`src/inc/rre_pkg.sv`:
```
package rre_pkg;
   // Opcode select for the four instructions this block executes
   typedef enum logic [1:0] {
      RRE_OP_RET_IRQ = 2'b00,
      RRE_OP_RET_SUB = 2'b01,
      RRE_OP_RET_LIT = 2'b10,
      RRE_OP_ROT_LFT = 2'b11
   } rre_op_t;

   // Execution sequencer states
   typedef enum logic [0:0] {
      RRE_ST_IDLE = 1'b0,
      RRE_ST_POP2 = 1'b1
   } rre_state_t;

   localparam int          RRE_DATA_W      = 8;
   localparam int          RRE_FADDR_W     = 7;
   localparam int          RRE_MSB_POS     = 7;
   localparam int          RRE_IRQ_EN_POS  = 7;
   localparam logic        RRE_DEST_W      = 1'b0;
   localparam logic        RRE_DEST_F      = 1'b1;
   localparam logic [7:0]  RRE_BYTE_ZERO   = 8'h00;
   localparam int          RRE_RET_CYCLES  = 2;
   localparam int          RRE_ROT_CYCLES  = 1;
endpackage

```
`src/hw/rre_exec.sv`:
```
`timescale 1ns/1ns
// How it works
// - Interrupt return pops stack and loads program counter from top entry.
// - Interrupt return also sets global interrupt enable, bit 7, to one.
// - Interrupt return is one word, two cycles, no status flag change.
// - Subroutine return pops stack into program counter, flags unchanged.
// - Subroutine return takes two instruction cycles.
// - Literal return writes its 8-bit immediate into working register.
// - Literal return also pops stack into the program counter.
// - Literal return is one word and takes two cycles.
// - Rotate left shifts through carry: old carry to bit 0, bit 7 out.
// - Destination bit 0 writes working register, 1 writes file register.
module rre_exec
   import rre_pkg::*;
#(
   parameter int PC_W = 15
) (
   input  wire logic                   ref_clk_in,
   input  wire logic                   rst_n_in,
   input  wire logic                   issue_in,
   input  wire rre_op_t                op_in,
   input  wire logic [RRE_DATA_W-1:0]  literal_in,
   input  wire logic [RRE_FADDR_W-1:0] faddr_in,
   input  wire logic                   dest_in,
   input  wire logic [RRE_DATA_W-1:0]  fdata_in,
   input  wire logic [PC_W-1:0]        top_of_stack_in,
   input  wire logic                   carry_in,
   input  wire logic [RRE_DATA_W-1:0]  interrupt_control_reg_in,
   output logic                        busy_out,
   output logic                        done_out,
   output logic                        pop_out,
   output logic                        pc_load_out,
   output logic [PC_W-1:0]             pc_out,
   output logic                        w_we_out,
   output logic [RRE_DATA_W-1:0]       w_out,
   output logic                        f_we_out,
   output logic [RRE_FADDR_W-1:0]      f_addr_out,
   output logic [RRE_DATA_W-1:0]       f_data_out,
   output logic                        carry_we_out,
   output logic                        carry_out,
   output logic                        irq_ctrl_we_out,
   output logic [RRE_DATA_W-1:0]       irq_ctrl_out
);

   // Program counter widths the pc_out register can serve
   if (PC_W < 1 || PC_W > 32) begin : g_bad_pc_w
      $error("PC_W must lie between 1 and 32");
   end

   rre_state_t             state_q;
   rre_state_t             state_d;

   // Decode of the accepted instruction
   wire logic is_ret   = issue_in && !busy_out && (op_in != RRE_OP_ROT_LFT);
   wire logic is_rot   = issue_in && !busy_out && (op_in == RRE_OP_ROT_LFT);
   wire logic is_irq   = is_ret && (op_in == RRE_OP_RET_IRQ);
   wire logic is_lit   = is_ret && (op_in == RRE_OP_RET_LIT);
   wire logic to_file  = is_rot && (dest_in == RRE_DEST_F);
   wire logic to_work  = is_rot && (dest_in == RRE_DEST_W);

   // Rotated byte: each bit takes its lower neighbour, bit 0 the carry
   logic [RRE_DATA_W-1:0] rot_val;
   wire logic             rot_c = fdata_in[RRE_MSB_POS];
   assign rot_val[0] = carry_in;
   for (genvar b = 1; b < RRE_DATA_W; b++) begin : g_rot_bit
      assign rot_val[b] = fdata_in[b-1];
   end

   // Interrupt control copy with the enable bit forced high
   logic [RRE_DATA_W-1:0] ctrl_set;
   for (genvar b = 0; b < RRE_DATA_W; b++) begin : g_ctrl_bit
      if (b == RRE_IRQ_EN_POS) begin : g_en
         assign ctrl_set[b] = 1'b1;
      end else begin : g_keep
         assign ctrl_set[b] = interrupt_control_reg_in[b];
      end
   end

   // Sequencer: returns hold a second cycle, rotate does not
   always_comb begin
      state_d = state_q;
      unique case (state_q)
         RRE_ST_IDLE: begin
            if (is_ret) begin
               state_d = RRE_ST_POP2;
            end
         end
         RRE_ST_POP2: begin
            state_d = RRE_ST_IDLE;
         end
      endcase
   end

   // State register and busy flag
   always_ff @(posedge ref_clk_in) begin
      if (!rst_n_in) begin
         state_q  <= RRE_ST_IDLE;
         busy_out <= 1'b0;
      end else begin
         state_q  <= state_d;
         busy_out <= (state_d == RRE_ST_POP2);
      end
   end

   // Stack pop, program counter load and completion strobe
   always_ff @(posedge ref_clk_in) begin
      if (!rst_n_in) begin
         pop_out     <= 1'b0;
         pc_load_out <= 1'b0;
         pc_out      <= '0;
         done_out    <= 1'b0;
      end else begin
         pop_out     <= is_ret;
         pc_load_out <= is_ret;
         if (is_ret) begin
            pc_out <= top_of_stack_in;
         end
         done_out <= is_rot || (state_q == RRE_ST_POP2);
      end
   end

   // Working register, file register and carry writes
   always_ff @(posedge ref_clk_in) begin
      if (!rst_n_in) begin
         w_we_out     <= 1'b0;
         w_out        <= RRE_BYTE_ZERO;
         f_we_out     <= 1'b0;
         f_addr_out   <= '0;
         f_data_out   <= RRE_BYTE_ZERO;
         carry_we_out <= 1'b0;
         carry_out    <= 1'b0;
      end else begin
         w_we_out     <= is_lit || to_work;
         f_we_out     <= to_file;
         carry_we_out <= is_rot;
         if (is_lit) begin
            w_out <= literal_in;
         end else if (to_work) begin
            w_out <= rot_val;
         end
         if (to_file) begin
            f_addr_out <= faddr_in;
            f_data_out <= rot_val;
         end
         if (is_rot) begin
            carry_out <= rot_c;
         end
      end
   end

   // Global interrupt enable write on interrupt return
   always_ff @(posedge ref_clk_in) begin
      if (!rst_n_in) begin
         irq_ctrl_we_out <= 1'b0;
         irq_ctrl_out    <= RRE_BYTE_ZERO;
      end else begin
         irq_ctrl_we_out <= is_irq;
         if (is_irq) begin
            irq_ctrl_out <= ctrl_set;
         end
      end
   end

   // Checks on the returns
   a_ret_two_cyc: assert property (
      @(posedge ref_clk_in) disable iff (!rst_n_in)
      is_ret |=> busy_out ##1 (!busy_out && done_out))
      else $error("return did not take two cycles");
   a_ret_no_flag: assert property (
      @(posedge ref_clk_in) disable iff (!rst_n_in)
      is_ret |=> (!carry_we_out && !f_we_out))
      else $error("return touched a status flag");
   a_sub_pc_load: assert property (
      @(posedge ref_clk_in) disable iff (!rst_n_in)
      (is_ret && op_in == RRE_OP_RET_SUB) |=>
      (pc_load_out && pop_out && pc_out == $past(top_of_stack_in)))
      else $error("subroutine return pc wrong");
   a_sub_two_cyc: assert property (
      @(posedge ref_clk_in) disable iff (!rst_n_in)
      (is_ret && op_in == RRE_OP_RET_SUB) |-> ##2 done_out)
      else $error("subroutine return not done in two");
   a_irq_pc_pop: assert property (
      @(posedge ref_clk_in) disable iff (!rst_n_in)
      is_irq |=> (pop_out && pc_out == $past(top_of_stack_in)))
      else $error("interrupt return pc wrong");
   a_irq_enable_set: assert property (
      @(posedge ref_clk_in) disable iff (!rst_n_in)
      is_irq |=> (irq_ctrl_we_out && irq_ctrl_out[RRE_IRQ_EN_POS]))
      else $error("enable bit not set");
   a_irq_keep_bits: assert property (
      @(posedge ref_clk_in) disable iff (!rst_n_in)
      is_irq |=> (irq_ctrl_out[RRE_IRQ_EN_POS-1:0] ==
      $past(interrupt_control_reg_in[RRE_IRQ_EN_POS-1:0])))
      else $error("interrupt control bits lost");
   a_ctrl_irq_only: assert property (
      @(posedge ref_clk_in) disable iff (!rst_n_in)
      irq_ctrl_we_out |-> $past(is_irq))
      else $error("interrupt control written outside return");
   a_lit_w_load: assert property (
      @(posedge ref_clk_in) disable iff (!rst_n_in)
      is_lit |=> (w_we_out && w_out == $past(literal_in)
      && !carry_we_out))
      else $error("literal not loaded");
   a_lit_pc_pop: assert property (
      @(posedge ref_clk_in) disable iff (!rst_n_in)
      is_lit |=> (pc_load_out && pop_out && pc_out == $past(top_of_stack_in))
      ##1 !pop_out)
      else $error("literal return pop wrong");

   // Checks on the rotate
   a_rot_value: assert property (
      @(posedge ref_clk_in) disable iff (!rst_n_in)
      is_rot |=> (carry_out == $past(fdata_in[RRE_MSB_POS])
      && carry_we_out))
      else $error("rotate carry wrong");
   a_rot_result: assert property (
      @(posedge ref_clk_in) disable iff (!rst_n_in)
      is_rot |=> ((f_we_out ? f_data_out : w_out) ==
      {$past(fdata_in[RRE_MSB_POS-1:0]), $past(carry_in)}))
      else $error("rotated byte wrong");
   a_rot_dest: assert property (
      @(posedge ref_clk_in) disable iff (!rst_n_in)
      is_rot |=> (f_we_out == $past(dest_in)
      && w_we_out != $past(dest_in)))
      else $error("rotate destination wrong");
   a_rot_faddr: assert property (
      @(posedge ref_clk_in) disable iff (!rst_n_in)
      to_file |=> (f_addr_out == $past(faddr_in)))
      else $error("rotate file address wrong");
   a_rot_one_cyc: assert property (
      @(posedge ref_clk_in) disable iff (!rst_n_in)
      is_rot |=> (done_out && !busy_out && !pc_load_out && !pop_out))
      else $error("rotate not single cycle");

   // Issues made while busy must leave no trace
   a_busy_refuse: assert property (
      @(posedge ref_clk_in) disable iff (!rst_n_in)
      busy_out |=> !(pop_out || w_we_out || f_we_out || carry_we_out))
      else $error("issue accepted while busy");
endmodule

```
`config.mk`:
```
export PLATFORM = sky130hd
export DESIGN_NAME = rre_exec
export DESIGN_NICKNAME = d
export VERILOG_FILES = /design/src/inc/rre_pkg.sv /design/src/hw/rre_exec.sv
export SDC_FILE = /design/constraint.sdc
export NUM_CORES = 1
export LEC_CHECK = 0
export ABC_AREA = 1
export BUFFER_PORTS_ARGS = -buffer_cell sky130_fd_sc_hd__buf_2
export CAP_MARGIN = 40
export CORE_MARGIN = 2
export CORE_UTILIZATION = 25
export DETAILED_ROUTE_END_ITERATION = 10
export GPL_ROUTABILITY_DRIVEN = 0
export PLACE_DENSITY_LB_ADDON = 0.05
export SLEW_MARGIN = 20
export SYNTH_ARGS = -nofsm -noshare
export SYNTH_HDL_FRONTEND = slang
export SYNTH_SLANG_ARGS = --single-unit
```
`constraint.sdc`:
```
create_clock -name ref_clk_in -period 1.47 [get_ports ref_clk_in]
set_input_delay 0 -clock ref_clk_in [delete_from_list [all_inputs] [get_ports ref_clk_in]]
set_output_delay 0 -clock ref_clk_in [all_outputs]
set_load 0.1 [all_outputs]
```
==> impl_metrics.tcl <==
set metrics [dict create \
    required_ps 1670 \
    hp-class "input pin to flip-flop" \
    route.detailed.drc 0 \
    die_width_um 96.21 \
    sequentialPowerShare 0.435 \
    antenna_found_initial 1 \
    path_buf_inv 0 \
    met2_length_um 2768 \
    dr_wl_met3_um 459 \
    nNetsFinal 467 \
    ys_async_sr_fraction 0 \
    core_area_sq_um 8217 \
    cts-buffers-inserted 5 \
    rows 33 \
    area_growth_pct 52.85 \
    fin_crit_sh 0.8872 \
    rsz0062_at_grt "no" \
    syn_area_sq_um 2126 \
    swShare 0.3563 \
    cts_setup_buffers 0 \
    critPathMaxStageDelay_ps 370 \
    setup-tns-final_ps 0 \
    final_cells 519 \
    setup_viol 0 \
    status "finished clean" \
    fmax_ghz 0.7667 \
    synth-edff-count 0 \
    yosysTopAreaCell "dfxtp_1" \
    wl_met1_um 2965 \
    tightest_slew_ps 761.7 \
    clock_path_buffers 2 \
    synth_area_leaders "dfxtp_1, nor2_1, nand2_1, nand3_1, o21ai_0" \
    finalClockSkew_ps 2.808 \
    drt_iter0_markers 50 \
    multi_input_area_sq_um 898.4 \
    maxSlewHeadroom 0.4900 \
    num_io_pins 108 \
    diodes 0 \
    start_kind "flip-flop" \
    cts_num_sinks 54 \
    synth_nets 324 \
    die-area_sq_um 9256 \
    seqCellArea_sq_um 1082 \
    grt_start_max_net_pins 29 \
    drive_above_1_share 0.3285 \
    h-tree-depth 2 \
    cap_viol_max_count 0 \
    cts_tree "built" \
    critPathTopFamily "simple AND/OR/NAND/NOR gates" \
    n_fill_cell 891 \
    seq_area_frac_synth 0.5085 \
    crit_type "flip-flop to flip-flop" \
    slew_viol_final 0 \
    cts.clk_slew.worst_paths_ps 100 \
    dr.pass1.iters 4 \
    vias 2172 \
    die_height_um 96.21 \
    vdd_drop_max_v 0.0005191 \
    crit_path_max_fanout 11 \
    p_leak_nw 1.628 \
    dp_hpwl_um 4330 \
    yosysMostFrequentCell "nor2_1" \
    synth-seq-cells 54 \
    cp_common_cell "nor2_1" \
    cts-root-buf "clkbuf_8" \
    slowest_stage "dfxtp_2" \
    io_buffers 106 \
    ys.flop_type "dfxtp_1" \
    synthCells 271 \
    crit_arrival_ps 1500 \
    final.min_clock_period_ps 1304 \
    hold_violations 0 \
    crit_chain "nor2_8 > o211ai_1 > nor2_1 > nor2_1" \
    wirelength_um 6244 \
    grt_pass1_vias 2057 \
    cellPowerDensity_nw_per_um2 1112 \
    start_util 0.2587 \
    grt_remaining_overflow 0 \
    yosys_warnings 0 \
    highest_layer "met5" \
    syn_area_per_cell_sq_um 7.844 \
    synth_commonest_cells "nor2_1, dfxtp_1, nand2_1, nand3_1, o21ai_0" \
    wl_per_cell_um 12.03 \
    clockPowerShare 0.281 \
    dp.cells 474 \
    power.switching_mw 1.287 \
    synth_top_area_frac 0.5085 \
    grt_pass1_wl_um 9880 \
    synth_cell_types 22 \
    clock_latency_ps 290 \
    vias_per_cell 4.185 \
    p_int_mw 2.325 \
    pwr-share-comb 0.284 \
    ant_nets 0 \
    fin_util 0.3955 \
    end_kind "flip-flop" \
    track_usage 0.1389 \
]
state kept, by name, summed over array words and instances, names as in the netlist, 7 cells and up:
| register | flops |
|---|---|
| f_data_out | 8 |
| f_addr_out | 7 |
| irq_ctrl_out | 8 |
| w_out | 8 |
| pc_out | 15 |
tightest hold or removal path, stage by stage:
cell and delay (ps):
buf_2 100, nand3_1 70, nand2_1 50, nand2_1 60
a21oi_2 50
repair_timing:
| item | 4_1_cts | 5_1_grt |
|---|---|---|
| hold buffers | 38 | 0 |
| gates resized for setup | 0 | 0 |
| endpoints found under the hold margin | 38 | 0 |
power groups by stage:
stage,logic (mW),clock network [mW],registers [mW]
after global routing,1.09,1.14,1.58
after CTS,1.03,1.08,1.57
after detailed placement,0.955,0,1.60
after global placement,0.957,0,1.60
after floorplan,0.213,0,2.14
final,1.03,1.02,1.57
area by class of cell:
| class | instances | share of cell area |
|---|---|---|
| inverter | 15 | 0.01733 |
| timing repair buffer | 150 | 0.2980 |
| clock buffer | 6 | 0.02541 |
| clock inverter | 1 | 0.009241 |
| multi-input combinational | 188 | 0.2765 |
| sequential | 54 | 0.3331 |
| tap | 105 | 0.04043 |
metal layers:
metal | vias up | GRT usage
met5 | - | 0
met3 | 4 | 0.04150
met1 | 954 | 0.1772
li1 | 1147 | -
met2 | 65 | 0.2280
met4 | 2 | 0.03571
placed cells by master, fill, tap and decap left out:
cell type / count
nand2_1: 44
nand2_4: 5
nor2_8: 2
nor2_4: 2
o21ai_0: 22
nor2_1: 64
nand2_2: 1
nand3_1: 26
dfxtp_1: 53
o21ai_1: 1
a21oi_1: 18
o211ai_1: 1
dfxtp_2: 1
buf_2: 106
bufinv_16: 1
inv_1: 10
buf_12: 1
clkbuf_8: 6
inv_2: 4
clkinv_1: 1
a21oi_2: 1
nor3_4: 1
dlygate4sd3_1: 38
buf_4: 5
path summary, 6_finish.rpt:
kind	startpoint	endpoint	slack, ps	depth (start not counted)
worst min register to register	f_data_out[0]	f_data_out[0]	460	2
worst min-delay path	literal_in[0]	w_out[0]	60	5
worst max-delay path	state_q	w_out[1]	170	4
worst max register to register	state_q	w_out[1]	170	4
through the flow:
stage	area, sq um	hold slack (ps)	setup WS (ps)	power, mW
final	3249	62.50	165.8	3.612
after global routing	3249	60.59	27.24	3.806
after CTS	3249	54.12	157.4	3.683
after detailed placement	2756	229.1	171.7	2.560
after global placement	2756	220.7	180.0	2.561
after floorplan	2127	134.9	4.197	2.353
cells by family after synthesis:
logic type,after synthesis,synth area share
DFF,54,0.5085
and+or+nand+nor,145,0.3184
buffers and inverters,29,0.06886
AOI/OAI and AO/OA,43,0.1042
Note: power is estimated with default switching activity, not from simulation.
